### config.mk
export PLATFORM = sky130hd
export DESIGN_NAME = bkpc_comparator
export DESIGN_NICKNAME = d
export VERILOG_FILES = /design/src/bkpc_comparator.v
export VERILOG_INCLUDE_DIRS = /design/src
export SDC_FILE = /design/constraint.sdc
export NUM_CORES = 1
export LEC_CHECK = 0
export ABC_AREA = 0
export BUFFER_PORTS_ARGS = -buffer_cell sky130_fd_sc_hd__buf_2
export CORE_MARGIN = 5
export CORE_UTILIZATION = 25
export CTS_CLUSTER_SIZE = 24
export DETAILED_ROUTE_END_ITERATION = 8
export PLACE_DENSITY = 0.55
export SYNTH_ARGS = -nofsm -noshare
export SYNTH_HDL_FRONTEND = slang
export SYNTH_SLANG_ARGS = --single-unit
### constraint.sdc
create_clock -name clk -period 2.89 [get_ports clk]
set_input_delay 0.578 -clock clk [delete_from_list [all_inputs] [get_ports clk]]
set_output_delay 0.578 -clock clk [all_outputs]
set_load 0.05 [all_outputs]
### src/bkpc_defines.vh
// Offsets, field positions and reset values of the breakpoint comparator
`ifndef BKPC_DEFINES_VH
`define BKPC_DEFINES_VH

// Register offsets
`define BKPC_OFS_CTRL0 8'h20
`define BKPC_OFS_CTRL1 8'h21
`define BKPC_OFS_ADDR_HI 8'h22
`define BKPC_OFS_ADDR_LO 8'h23
`define BKPC_OFS_DATA_HI 8'h24
`define BKPC_OFS_DATA_LO 8'h25

// Reset values
`define BKPC_CTRL_RESET 8'h00
`define BKPC_CMP_RESET 8'h00

// Control register 0 fields
`define BKPC_MODE_HI 7
`define BKPC_MODE_LO 6
`define BKPC_PROG_ADDR 5
`define BKPC_SECOND_ALE 3
`define BKPC_FIRST_ALE 2
`define BKPC_CTRL0_MASK 8'hEC

// Control register 1 fields
`define BKPC_DATA_EN 6
`define BKPC_HIGH_MASK 5
`define BKPC_LOW_MASK 4
`define BKPC_SECOND_RWE 3
`define BKPC_SECOND_RW 2
`define BKPC_FIRST_RWE 1
`define BKPC_FIRST_RW 0
`define BKPC_CTRL1_MASK 8'h7F

// Mode encodings
`define BKPC_MODE_OFF 2'b00
`define BKPC_MODE_SWI_DUAL 2'b01
`define BKPC_MODE_BDM_FULL 2'b10
`define BKPC_MODE_BDM_DUAL 2'b11

`endif

### src/bkpc_comparator.v
// Bus breakpoint comparator with control and compare registers
//
// The strobed register port was left to the implementer.
`timescale 1ns/1ns
// Notes on behaviour
// RULE1 - Mode field decodes off, SOFTWARE_INTERRUPT dual, debug full, debug dual.
// RULE2 - No match is signalled while background debug mode is active.
// RULE3 - SOFTWARE_INTERRUPT dual mode raises software interrupt; program fetch tagging only.
// RULE4 - SOFTWARE_INTERRUPT dual mode ignores direction enables, values and byte masks.
// RULE5 - In dual modes, data compare enable enables the second breakpoint.
// RULE6 - Full mode ignores second low-byte enable and second direction bits.
// RULE7 - Full mode data enable and masks qualify unless program-address set.
// RULE8 - Debug dual ignores masks; program-address set also drops direction.
// RULE9 - Debug entry only when the debug unit reports debug enabled.
// RULE10 - Software selects debug modes only with debug enabled; unenforced.
// RULE11 - Program-address 0 breaks at boundary; 1 tags executed opcodes only.
// RULE12 - First low-byte enable picks upper-byte or full address compare.
// RULE13 - Second low-byte enable picks upper-byte or full compare, dual only.
// RULE14 - Data compare enable 0 drops data registers from every compare.
// RULE15 - High mask 0 compares data 15:8; 1 drops that byte.
// RULE16 - Low mask 0 compares data 7:0; 1 drops that byte.
// RULE17 - First direction enable set: value 0 matches writes, 1 reads.
// RULE18 - Second direction enable with data enable: 0 writes, 1 reads.
// RULE19 - Control registers read and write anytime, reset to zero.
// RULE20 - Tag travels with instruction; debug entry when it reaches head.
// RULE21 - Compare registers cleared only by power-on reset.
// RULE22 - Each enabled comparator checked every bus cycle, all qualifiers.
`include "bkpc_defines.vh"

module bkpc_comparator
(
   // Clock and resets
   input wire clk,
   input wire rst,
   input wire por,
   // Register port
   input wire [7:0] reg_addr,
   input wire [7:0] reg_wdata,
   input wire reg_wr,
   input wire reg_rd,
   output reg [7:0] reg_rdata,
   // CPU bus
   input wire bus_valid,
   input wire [15:0] bus_addr,
   input wire [15:0] bus_data,
   input wire bus_read,
   input wire bus_fetch,
   input wire queue_advance,
   input wire head_execute,
   // Debug unit
   input wire debug_active,
   input wire debug_enabled,
   // Break requests
   output reg swi_request,
   output reg debug_request,
   output wire [2:0] queue_tags,
   output wire [1:0] match_status
);

   parameter QUEUE_DEPTH = 3;

   // Two breakpoints; the second borrows the data compare pair
   localparam NUM_BP = 2;
   localparam NUM_CMP = 4;

   // Control and compare storage
   reg [7:0] ctrl0_reg;
   reg [7:0] ctrl0_next;
   reg [7:0] ctrl1_reg;
   reg [7:0] ctrl1_next;
   // Index 0 address high, 1 address low, 2 data high, 3 data low
   reg [7:0] cmp_reg [0:NUM_CMP-1];
   reg [7:0] rdata_next;
   integer i;

   // Tag queue, pending data break and match status
   reg [QUEUE_DEPTH-1:0] tag_reg;
   wire [QUEUE_DEPTH-1:0] tag_next;
   reg pending_reg;
   reg pending_next;
   reg [1:0] status_reg;
   reg [1:0] status_next;
   reg swi_next;
   reg debug_next;

   // Register port decode
   wire [7:0] cmp_offset;
   wire cmp_sel;
   wire [1:0] cmp_index;
   wire ctrl0_sel;
   wire ctrl1_sel;

   // Control fields
   wire mode_select_hi;
   wire mode_select_lo;
   wire break_on_program_address;
   wire second_low_byte_enable;
   wire first_low_byte_enable;
   wire data_compare_enable;
   wire high_data_mask;
   wire low_data_mask;
   wire second_dir_compare_enable;
   wire second_dir_value;
   wire first_dir_compare_enable;
   wire first_dir_value;
   wire [NUM_BP-1:0] low_byte_enable;
   wire [NUM_BP-1:0] dir_compare_enable;
   wire [NUM_BP-1:0] dir_value;

   // Compare bytes
   wire [7:0] addr_compare_high;
   wire [7:0] addr_compare_low;
   wire [7:0] data_compare_high;
   wire [7:0] data_compare_low;

   // Mode decode
   wire [1:0] mode;
   wire mode_on;
   wire swi_dual;
   wire full;
   wire bdm_dual;
   wire bdm_mode;
   wire dual;
   wire prog_mode;
   wire high_data_ok;
   wire low_data_ok;
   wire data_ok;

   // Match and break paths
   wire [NUM_BP-1:0] bp_hit;
   wire [NUM_BP-1:0] bp_live;
   wire any_hit;
   wire fetch_tag;
   wire data_break;
   wire head_tagged;
   wire head_live;

   genvar bp;
   genvar slot;

   assign ctrl0_sel = (reg_addr == `BKPC_OFS_CTRL0);
   assign ctrl1_sel = (reg_addr == `BKPC_OFS_CTRL1);
   assign cmp_offset = reg_addr - `BKPC_OFS_ADDR_HI;
   assign cmp_sel = (cmp_offset[7:2] == 6'h00);
   assign cmp_index = cmp_offset[1:0];

   // Field breakout of the control registers
   assign mode_select_hi = ctrl0_reg[`BKPC_MODE_HI];
   assign mode_select_lo = ctrl0_reg[`BKPC_MODE_LO];
   assign break_on_program_address = ctrl0_reg[`BKPC_PROG_ADDR];
   assign second_low_byte_enable = ctrl0_reg[`BKPC_SECOND_ALE];
   assign first_low_byte_enable = ctrl0_reg[`BKPC_FIRST_ALE];
   assign data_compare_enable = ctrl1_reg[`BKPC_DATA_EN];
   assign high_data_mask = ctrl1_reg[`BKPC_HIGH_MASK];
   assign low_data_mask = ctrl1_reg[`BKPC_LOW_MASK];
   assign second_dir_compare_enable = ctrl1_reg[`BKPC_SECOND_RWE];
   assign second_dir_value = ctrl1_reg[`BKPC_SECOND_RW];
   assign first_dir_compare_enable = ctrl1_reg[`BKPC_FIRST_RWE];
   assign first_dir_value = ctrl1_reg[`BKPC_FIRST_RW];
   assign low_byte_enable = {second_low_byte_enable, first_low_byte_enable};
   assign dir_compare_enable = {second_dir_compare_enable,
      first_dir_compare_enable};
   assign dir_value = {second_dir_value, first_dir_value};
   assign addr_compare_high = cmp_reg[0];
   assign addr_compare_low = cmp_reg[1];
   assign data_compare_high = cmp_reg[2];
   assign data_compare_low = cmp_reg[3];

   assign mode = {mode_select_hi, mode_select_lo}; // RULE1
   assign mode_on = (mode != `BKPC_MODE_OFF); // RULE1
   assign swi_dual = (mode == `BKPC_MODE_SWI_DUAL); // RULE1
   assign full = (mode == `BKPC_MODE_BDM_FULL); // RULE1
   assign bdm_dual = (mode == `BKPC_MODE_BDM_DUAL); // RULE1
   assign bdm_mode = full | bdm_dual; // RULE1
   assign dual = swi_dual | bdm_dual; // RULE1
   // SOFTWARE_INTERRUPT mode always works through program tagging
   assign prog_mode = break_on_program_address | swi_dual; // RULE3

   // Full-mode data compare; masks only matter in full mode
   assign high_data_ok = high_data_mask |
      (bus_data[15:8] == data_compare_high); // RULE15
   assign low_data_ok = low_data_mask |
      (bus_data[7:0] == data_compare_low); // RULE16
   assign data_ok = prog_mode | ~data_compare_enable |
      (high_data_ok & low_data_ok); // RULE7 RULE14

   // One comparator per breakpoint
   generate
      for (bp = 0; bp < NUM_BP; bp = bp + 1)
      begin : g_bp
         wire [7:0] hi_byte;
         wire [7:0] lo_byte;
         wire hi_ok;
         wire lo_ok;
         wire dir_ok;
         wire enabled;

         if (bp == 0)
         begin : g_first
            assign hi_byte = addr_compare_high;
            assign lo_byte = addr_compare_low;
            assign enabled = mode_on & (dual | data_ok); // RULE6 RULE7
         end
         else
         begin : g_second
            assign hi_byte = data_compare_high;
            assign lo_byte = data_compare_low;
            assign enabled = dual & data_compare_enable; // RULE5 RULE14
         end
         assign hi_ok = (bus_addr[15:8] == hi_byte);
         // Clear low enable widens the match to a 256-byte page
         assign lo_ok = ~low_byte_enable[bp] |
            (bus_addr[7:0] == lo_byte); // RULE12 RULE13
         // Direction is dropped in SOFTWARE_INTERRUPT mode and for program breaks
         assign dir_ok = prog_mode | ~dir_compare_enable[bp] |
            (bus_read == dir_value[bp]); // RULE4 RULE8 RULE17 RULE18
         assign bp_hit[bp] = bus_valid & enabled & hi_ok & lo_ok &
            dir_ok; // RULE22
         // Matches inside the debug firmware would re-trigger forever
         assign bp_live[bp] = bp_hit[bp] & ~debug_active; // RULE2
      end
   endgenerate

   assign any_hit = |bp_live; // RULE2
   // Program breaks only tag opcode fetches
   assign fetch_tag = any_hit & prog_mode & bus_fetch; // RULE11 RULE3
   assign data_break = any_hit & ~prog_mode; // RULE11
   assign head_tagged = tag_reg[QUEUE_DEPTH-1]; // RULE20
   assign head_live = head_execute & ~debug_active; // RULE2

   assign queue_tags = tag_reg;
   assign match_status = status_reg;

   // Tag queue: slot 0 takes the newest fetch, the top slot is the head
   generate
      for (slot = 0; slot < QUEUE_DEPTH; slot = slot + 1)
      begin : g_slot
         wire shift_in;
         wire hold;
         if (slot == 0)
         begin : g_tail
            assign shift_in = fetch_tag;
            assign hold = tag_reg[0] | fetch_tag;
         end
         else
         begin : g_body
            assign shift_in = tag_reg[slot-1];
            assign hold = tag_reg[slot];
         end
         // Entering debug mode drops every tag
         assign tag_next[slot] = debug_active ? 1'b0 :
            (queue_advance ? shift_in : hold); // RULE2 RULE20
      end
   endgenerate

   always @*
   begin
      ctrl0_next = ctrl0_reg;
      ctrl1_next = ctrl1_reg;
      if (reg_wr && ctrl0_sel)
         ctrl0_next = reg_wdata & `BKPC_CTRL0_MASK; // RULE19
      if (reg_wr && ctrl1_sel)
         ctrl1_next = reg_wdata & `BKPC_CTRL1_MASK; // RULE19
   end

   // Read data stands one cycle after the strobe, zero otherwise
   always @*
   begin
      rdata_next = 8'h00;
      if (reg_rd)
      begin
         if (ctrl0_sel)
            rdata_next = ctrl0_reg; // RULE19
         else if (ctrl1_sel)
            rdata_next = ctrl1_reg; // RULE19
         else if (cmp_sel)
            rdata_next = cmp_reg[cmp_index];
      end
   end

   // Data breaks wait for the next instruction boundary
   always @*
   begin
      pending_next = pending_reg;
      if (debug_active)
         pending_next = 1'b0; // RULE2
      else if (data_break)
         pending_next = 1'b1; // RULE11
      else if (head_execute)
         pending_next = 1'b0;
   end

   always @*
   begin
      // Tagged head replaces the opcode with the break
      swi_next = head_live & head_tagged & swi_dual; // RULE3 RULE20
      // Only the enable input gates debug entry; software must check
      debug_next = head_live & bdm_mode & debug_enabled &
         (head_tagged | pending_reg); // RULE9 RULE10 RULE11 RULE20
      status_next = bp_live; // RULE22
   end

   always @(posedge clk)
   begin
      if (rst)
      begin
         ctrl0_reg <= `BKPC_CTRL_RESET; // RULE19
         ctrl1_reg <= `BKPC_CTRL_RESET; // RULE19
         reg_rdata <= 8'h00;
         tag_reg <= {QUEUE_DEPTH{1'b0}};
         pending_reg <= 1'b0;
         swi_request <= 1'b0;
         debug_request <= 1'b0;
         status_reg <= 2'h0;
      end
      else
      begin
         ctrl0_reg <= ctrl0_next;
         ctrl1_reg <= ctrl1_next;
         reg_rdata <= rdata_next;
         tag_reg <= tag_next;
         pending_reg <= pending_next;
         swi_request <= swi_next;
         debug_request <= debug_next;
         status_reg <= status_next;
      end
   end

   // Compare registers survive ordinary resets
   always @(posedge clk)
   begin
      if (por)
      begin
         for (i = 0; i < NUM_CMP; i = i + 1)
            cmp_reg[i] <= `BKPC_CMP_RESET; // RULE21
      end
      else if (reg_wr && cmp_sel)
         cmp_reg[cmp_index] <= reg_wdata;
   end

endmodule

==> impl_metrics.tcl, run 1 <==
set metrics [dict create \
    cts_tree "built" \
    drv_slew 0 \
    cts_setup_buffers 0 \
    cts_buffer_depth 2 \
    min_to "queue_tags[2]$_SDFFE_PP0P_" \
    die_width_um 124 \
    hp-start "debug_active" \
    initialDrtViolationCount 152 \
    fin_crit_sh 0.883 \
    clock_latency_ps 330 \
    synth_nets 357 \
    fin_area_um2 4170 \
    start_kind "primary input" \
    totalWireLength_um 9390 \
    hold_buffers 0 \
    pwr-share-clk 0.477 \
    synth_area_um2 3270 \
    seq_area_frac_synth 0.465 \
    fin_nets 440 \
    hpwl_um 7690 \
    grt_max_degree 20 \
    p_int_uw 1700 \
    yosys_warnings 0 \
    synthFlopType "edfxtp_1" \
    grt_pass1_wl_um 14700 \
    hold_depth 2 \
    seq_power_share 0.423 \
    maxCapViolCount 0 \
    overflow 0 \
    drc 0 \
    largest_reg_flops 32 \
    vdd_drop_max_mv 0.313 \
    grt_setup_unrepaired "false" \
    grt_pass1_vias 2676 \
    core_um2 12700 \
    status "finished clean" \
    hp-class "in2reg" \
    dp_cells 540 \
    stdcell_count 556 \
    synth_seq_cells 60 \
    synthCells 296 \
    setup_violations 0 \
    synthArstFlopShare 0 \
    cts_resized 0 \
    vias 2499 \
    critPathKind "in2reg" \
    start_util 0.257 \
    max_freq_mhz 392 \
    p_comb_frac 0.099 \
    rr_worst_depth 6 \
    clock_sinks 60 \
    path_max_fanout 8 \
    reg2reg_to "pending_reg$_SDFFE_PP0P_" \
    firstDrtPassIters 4 \
    io_buffers 74 \
    cts_root_buf "clkbuf_16" \
    crit_arrival_ps 2550 \
    startpoint "reg_addr[1]" \
    antenna_found_initial 0 \
    die-area_um2 15500 \
    required_ps 2880 \
    ios 75 \
    path_clk_slew_ps 50 \
    ant_nets 0 \
    place_congestion 0.825 \
    p_leak_uw 0.00159 \
    tightest_slew_ps 594 \
    drive_gt1_frac 0.305 \
    netSwitchingPower_uw 541 \
    synth_cell_types 46 \
    synthTopCellsByArea "edfxtp_1, dfxtp_1, xnor2_1" \
    dpl_cell_area_um2 3870 \
    cts_buffers 9 \
    synth.largest_area_cell "edfxtp_1" \
    synthDominantCellAreaShare 0.294 \
    r2r-start "cmp_reg[3][7]$_DFFE_PP_" \
    fin_worst_skew_ps 9.46 \
    worstSetupEndpointType "register" \
    powerDensity_nw_per_um2 538 \
    viasPerCell 4.49 \
    htree_levels 3 \
    groute.usage.overall 0.123 \
    synth_area_per_cell_um2 11.0 \
    synth_edf_count 32 \
    slew_headroom 0.601 \
    p_sw_frac 0.241 \
    fin_crit_ps 2550 \
    hold_violations 0 \
    reg2reg_slack_ps 820 \
    wl_per_cell_um 16.9 \
    syn_to_final_growth_pct 27.4 \
    n_antenna_cell 0 \
    rows 41 \
    fp.dieH_um 124 \
]
-- layout make-up --
cell class / instances / area, um2
Multi-Input combinational cell: 216 / 1650
Tap cell: 172 / 215
Clock inverter: 7 / 76.3
Inverter: 9 / 33.8
Clock buffer: 9 / 225
Timing Repair Buffer: 83 / 450
Fill cell: 1356 / 8550
Sequential cell: 60 / 1520
-- power groups by stage --
stage / registers [uW] / logic (uW) / clock network [uW]
finish: 949 / 223 / 1070
CTS: 949 / 225 / 1090
global placement: 966 / 221 / 0
global route: 951 / 244 / 1120
detailed placement: 967 / 224 / 0
floorplan: 957 / 121 / 0
-- through the flow --
| step | worst slack (ps) | hold WS [ps] | setup TNS (ps) | total power [uW] | utilization |
|---|---|---|---|---|---|
| final | 337 | 463 | 0 | 2240 | 0.328 |
| after global routing | 252 | 474 | 0 | 2320 | 0.328 |
| after CTS | 330 | 455 | 0 | 2260 | 0.328 |
| after detailed placement | -11.4 | 463 | -120 | 1190 | 0.304 |
| after global placement | 74.6 | 459 | 0 | 1190 | 0.304 |
| after floorplan | 153 | 444 | 0 | 1080 | - |
-- how the worst max path moves through the flow --
stage	cells after the start	to	slack, ps
after floorplan	10	cmp_reg[1][0]$_SDFFCE_PN0P_	150
after global routing	9	cmp_reg[2][4]$_SDFFCE_PN0P_	250
after CTS	9	cmp_reg[2][4]$_SDFFCE_PN0P_	330
final	9	cmp_reg[0][5]$_SDFFCE_PN0P_	340
after detailed placement	9	cmp_reg[0][3]$_SDFFCE_PN0P_	-10
after global placement	9	cmp_reg[0][3]$_SDFFCE_PN0P_	70
-- worst max-delay path, cell delays in order --
cell	delay, ps
buf_2	110
inv_1	50
ha_1	220
or4_1	440
a21oi_2	220
o211ai_4	110
nor3b_2	290
and3_4	240
or2_1	300
-- metal layers --
layer	track usage	vias up	wire length (um)
met5	0	-	0
met2	0.196	94	4470
met4	0.0451	0	171
met1	0.160	1180	4150
li1	-	1213	-
met3	0.0317	12	596
-- cell usage in the layout (no fill, tap or decap), types with 8 or more instances in the layout --
cell type	instances
dfxtp_1	28
a21oi_1	11
mux4_2	8
xnor2_1	33
and2_1	36
nand4_1	8
buf_4	8
mux2i_1	13
buf_2	74
inv_1	9
edfxtp_1	32
xor2_1	17
nor2_1	14
nand3_1	8
nand2_1	12
clkbuf_16	9
-- cells in the mapped netlist, types with 2 or more instances --
master and count:
a211o_1 2, a21oi_1 11, and2_1 36, and3_4 2
buf_1 2, buf_2 2, buf_6 3, clkbuf_1 3
dfxtp_1 28, edfxtp_1 32, inv_1 9, mux2i_1 13
mux4_2 8, nand2_1 12, nand2b_1 4, nand3_1 8
nand4_1 8, nor2_1 14, nor2b_1 6, nor3_1 5
nor4_1 5, o21a_1 2, o21ai_0 4, o22ai_1 4
or2_1 3, or4_1 2, xnor2_1 33, xor2_1 17
-- cell families (layout without fill, tap and decap cells) --
| logic type | after synthesis | count (layout) | share of synthesized area |
|---|---|---|---|
| simple gates | 115 | 115 | 0.211 |
| flops | 60 | 60 | 0.465 |
| xor+xnor | 50 | 50 | 0.134 |
| compound gates | 29 | 29 | 0.0593 |
| mux | 21 | 21 | 0.0949 |
| buf+inv | 20 | 108 | 0.0318 |
| fa+ha+maj | 1 | 1 | 0.00382 |
Power figures use the tool's default switching activity.
==> run 2, diff against run 1 <==
Settings changed: BUFFER_PORTS_ARGS -buffer_cell sky130_fd_sc_hd__buf_2 to -buffer_cell sky130_fd_sc_hd__buf_4, CORE_UTILIZATION 25 to 49, PLACE_DENSITY 0.55 to 0.86.
==> impl_metrics.tcl, run 2 (synthesized netlist as in run 1, its figures left out) <==
set metrics [dict create \
    hpwl_um 6880 \
    grt_max_degree 20 \
    cts_root_buf "clkbuf_8" \
    cts_resized 0 \
    fin_crit_ps 2480 \
    hold_buffers 0 \
    powerDensity_nw_per_um2 448 \
    clock_sinks 60 \
    core_um2 6420 \
    grt_pass1_vias 2663 \
    max_freq_mhz 403 \
    nFillCells 506 \
    cts_tree "built" \
    drc 0 \
    ff_latch_area_um2 1520 \
    start_util 0.509 \
    grt_setup_unrepaired "false" \
    maxCapViolCount 0 \
    reg2reg_to "pending_reg$_SDFFE_PP0P_" \
    viasPerCell 5.68 \
    start_kind "primary input" \
    wl_per_cell_um 18.5 \
    hold_violations 0 \
    drv_slew 0 \
    ios 75 \
    critPathKind "in2reg" \
    slew_headroom 0.714 \
    cts_buffers 9 \
    path_clk_slew_ps 70 \
    drive_gt1_frac 0.300 \
    layout_common_cells "buf_4, and2_1, xnor2_1, edfxtp_1, dfxtp_1" \
    fin_crit_sh 0.858 \
    layout_commonest_cell "buf_4" \
    overflow 0 \
    finalSetupTns_ps 0 \
    die_width_um 91.7 \
    rows 29 \
    rr_worst_depth 6 \
    initialDrtViolationCount 219 \
    reg2reg_slack_ps 980 \
    groute.usage.overall 0.210 \
    hold_depth 2 \
    fin_area_um2 4080 \
    hp-start "debug_active" \
    r2r-start "cmp_reg[3][3]$_DFFE_PP_" \
    p_leak_uw 0.00156 \
    cts_buffer_depth 2 \
    vdd_drop_max_mv 0.232 \
    fin_worst_skew_ps 10.6 \
    antenna_found_initial 0 \
    totalWireLength_um 8530 \
    hp-class "in2reg" \
    setup_ws_ps 410 \
    vias 2614 \
    ant_nets 0 \
    min_to "queue_tags[2]$_SDFFE_PP0P_" \
    setup_violations 0 \
    crit_arrival_ps 2490 \
    fin_nets 439 \
    post-route-util 0.635 \
    cts_setup_buffers 0 \
    status "finished clean" \
    required_ps 2900 \
    largest_reg_flops 32 \
    n_antenna_cell 0 \
    clock_latency_ps 340 \
    fp.dieH_um 91.7 \
    fin_hold_ws_ps 430 \
    dpl_cell_area_um2 3910 \
    die-area_um2 8410 \
    multi_input_area_um2 1650 \
    pre_cts_ws_ps 54.1 \
    worstSetupEndpointType "register" \
    firstDrtPassIters 5 \
    io_buffers 74 \
    grt_pass1_wl_um 13500 \
    syn_to_final_growth_pct 24.8 \
    path_max_fanout 8 \
    place_congestion 0.837 \
    tightest_slew_ps 425 \
    htree_levels 3 \
]
[run 2: worst max-delay path: stages]
cell      delay [ps]
buf_4            100
inv_1             50
ha_1             220
or4_1            440
a21oi_2          200
o211ai_4         100
nor3b_2          270
and3_1           220
or2_1            310
[run 2: layout make-up]
type                            instances  area share
Sequential cell                        60       0.373
Inverter                                9     0.00828
Clock inverter                          6      0.0101
Clock buffer                           10      0.0313
Timing Repair Buffer                   82       0.151
Multi-Input combinational cell        216       0.403
Tap cell                               77      0.0236
[run 2: how the worst max path moves through the flow]
stage	startpoint	end	slack, ps	depth (start not counted)
after floorplan	reg_addr[1]	cmp_reg[1][0]$_SDFFCE_PN0P_	150	10
after global placement	reg_addr[1]	cmp_reg[2][7]$_SDFFCE_PN0P_	170	9
after detailed placement	reg_addr[1]	cmp_reg[2][5]$_SDFFCE_PN0P_	50	9
after CTS	reg_addr[1]	cmp_reg[2][5]$_SDFFCE_PN0P_	410	9
after global routing	reg_addr[1]	cmp_reg[2][0]$_SDFFCE_PN0P_	260	9
final	reg_addr[1]	cmp_reg[2][0]$_SDFFCE_PN0P_	410	9
[run 2: layer usage]
layer / up-vias / share of wire / wire [um] / global-route usage
li1: 1210 / - / - / -
met1: 1215 / 0.39 / 3320 / 0.264
met2: 161 / 0.48 / 4080 / 0.335
met3: 28 / 0.10 / 861 / 0.0524
met4: 0 / 0.032 / 276 / 0.113
met5: - / 0 / 0 / 0
[run 2: power by group]
part	switching [uW]	leakage, uW	internal (uW)
logic	105	0.000956	127
clock network	333	0.0000783	309
registers	30.9	0.000529	921
[run 2: metrics by stage]
step           instances  total power (uW)
2_1_floorplan        296              1080
3_3_place_gp         444              1190
3_5_place_dp         444              1200
4_1_cts              460              1830
5_1_grt              460              1890
6_report             460              1830
==> run 3, diff against run 2 <==
Settings changed: ABC_AREA 0 to default, CTS_CLUSTER_DIAMETER from default to 40, GPL_TIMING_DRIVEN from default to 0.
==> impl_metrics.tcl, run 3 (synthesized netlist as in run 1, its figures left out) <==
set metrics [dict create \
    status "finished clean" \
    rows 29 \
    stdcell_count 459 \
    grt_pass1_wl_um 13500 \
    nFillCells 509 \
    fp.dieH_um 91.7 \
    grt_max_degree 11 \
    path_clk_slew_ps 60 \
    cts_tree "built" \
    initialDrtViolationCount 234 \
    maxCapViolCount 0 \
    ff_latch_area_um2 1520 \
    overflow 0 \
    firstDrtPassIters 6 \
    io_buffers 71 \
    tightest_slew_ps 840 \
    ant_nets 0 \
    hold_violations 0 \
    cts_root_buf "clkbuf_8" \
    cts_buffer_depth 2 \
    path_max_fanout 10 \
    p_leak_uw 0.00157 \
    hpwl_um 6840 \
    drc 0 \
    worstSetupEndpointType "register" \
    fin_crit_sh 0.928 \
    wl_per_cell_um 19.3 \
    die-area_um2 8410 \
    layout_common_cells "buf_4, and2_1, xnor2_1, edfxtp_1, dfxtp_1" \
    required_ps 2930 \
    groute.usage.overall 0.213 \
    fin_crit_ps 2680 \
    core_um2 6420 \
    grt_pass1_vias 2599 \
    htree_levels 3 \
    antenna_found_initial 0 \
    cts_setup_buffers 0 \
    rr_worst_depth 6 \
    finalSetupTns_ps 0 \
    drv_slew 0 \
    crit_arrival_ps 2720 \
    reg2reg_slack_ps 960 \
    clock_latency_ps 340 \
    min_to "queue_tags[2]$_SDFFE_PP0P_" \
    hold_buffers 0 \
    hold_depth 2 \
    clock_sinks 60 \
    largest_reg_flops 32 \
    start_kind "primary input" \
    fin_worst_skew_ps 9.17 \
    n_antenna_cell 0 \
    hp-start "debug_active" \
    hp-class "in2reg" \
    r2r-start "cmp_reg[3][3]$_DFFE_PP_" \
    setup_violations 0 \
    dp_cells 444 \
    vias 2630 \
    multi_input_area_um2 1660 \
    max_freq_mhz 373 \
    syn_to_final_growth_pct 25.1 \
    start_util 0.509 \
    vdd_drop_max_mv 0.252 \
    ios 75 \
    powerDensity_nw_per_um2 460 \
    cts_buffers 9 \
    die_width_um 91.7 \
    viasPerCell 5.73 \
    slew_headroom 0.437 \
    critPathKind "in2reg" \
    layout_commonest_cell "buf_4" \
    grt_setup_unrepaired "false" \
    reg2reg_to "pending_reg$_SDFFE_PP0P_" \
    place_congestion 0.910 \
    startpoint "reg_addr[1]" \
    fin_nets 439 \
    drive_gt1_frac 0.291 \
    totalWireLength_um 8840 \
]
## run 3: layer usage
layer / global-route usage / up-vias / wire (um)
li1: - / 1204 / -
met1: 0.262 / 1208 / 3400
met2: 0.342 / 184 / 4200
met3: 0.0630 / 34 / 871
met4: 0.104 / 0 / 371
met5: 0 / - / 0
## run 3: where the power goes
| group | internal, uW | switching [uW] | leakage [uW] |
|---|---|---|---|
| Combinational | 126 | 111 | 0.000944 |
| Clock | 380 | 314 | 0.0000944 |
| Sequential | 922 | 29.3 | 0.000529 |
## run 3: stage by stage
step / hold slack (ps) / instance area [um2] / total power (uW) / worst slack [ps] / utilization
after floorplan: 444 / 3270 / 1080 / 153 / -
after global placement: 464 / 3900 / 1190 / -407 / 0.607
after detailed placement: 470 / 3900 / 1200 / -496 / 0.607
after CTS: 422 / 4090 / 1880 / 34.4 / 0.636
after global routing: 419 / 4090 / 1950 / 74.4 / 0.637
final: 433 / 4090 / 1880 / 209 / 0.637
## run 3: final cells by class
class / count / area share
inverters: 9 / 0.00826
repair buffers: 71 / 0.130
clock buffers: 13 / 0.0416
flip-flops and latches: 60 / 0.372
multi-input cells: 216 / 0.405
plain buffers: 11 / 0.0171
clock inverters: 2 / 0.00245
well taps: 77 / 0.0236
## run 3: worst max-delay path by stage
stage	cells past startpoint	slack [ps]	to
finish	11	210	cmp_reg[1][5]$_SDFFCE_PN0P_
global route	10	70	cmp_reg[2][7]$_SDFFCE_PN0P_
CTS	11	30	cmp_reg[1][5]$_SDFFCE_PN0P_
detailed placement	7	-500	cmp_reg[3][6]$_DFFE_PP_
global placement	4	-410	cmp_reg[3][6]$_DFFE_PP_
floorplan	10	150	cmp_reg[1][0]$_SDFFCE_PN0P_
## run 3: worst max-delay path, cell delays in order
cell	delay (ps)
buf_4	100
inv_1	50
ha_1	220
or4_1	430
a21oi_2	210
o211ai_4	180
nor3b_2	230
buf_4	210
and3_4	200
buf_6	120
or2_4	180
## run 3: timing repair
action,in CTS,in global routing
endpoints found under the setup margin,8,16
gates resized for setup,1,2
cloned,0,0
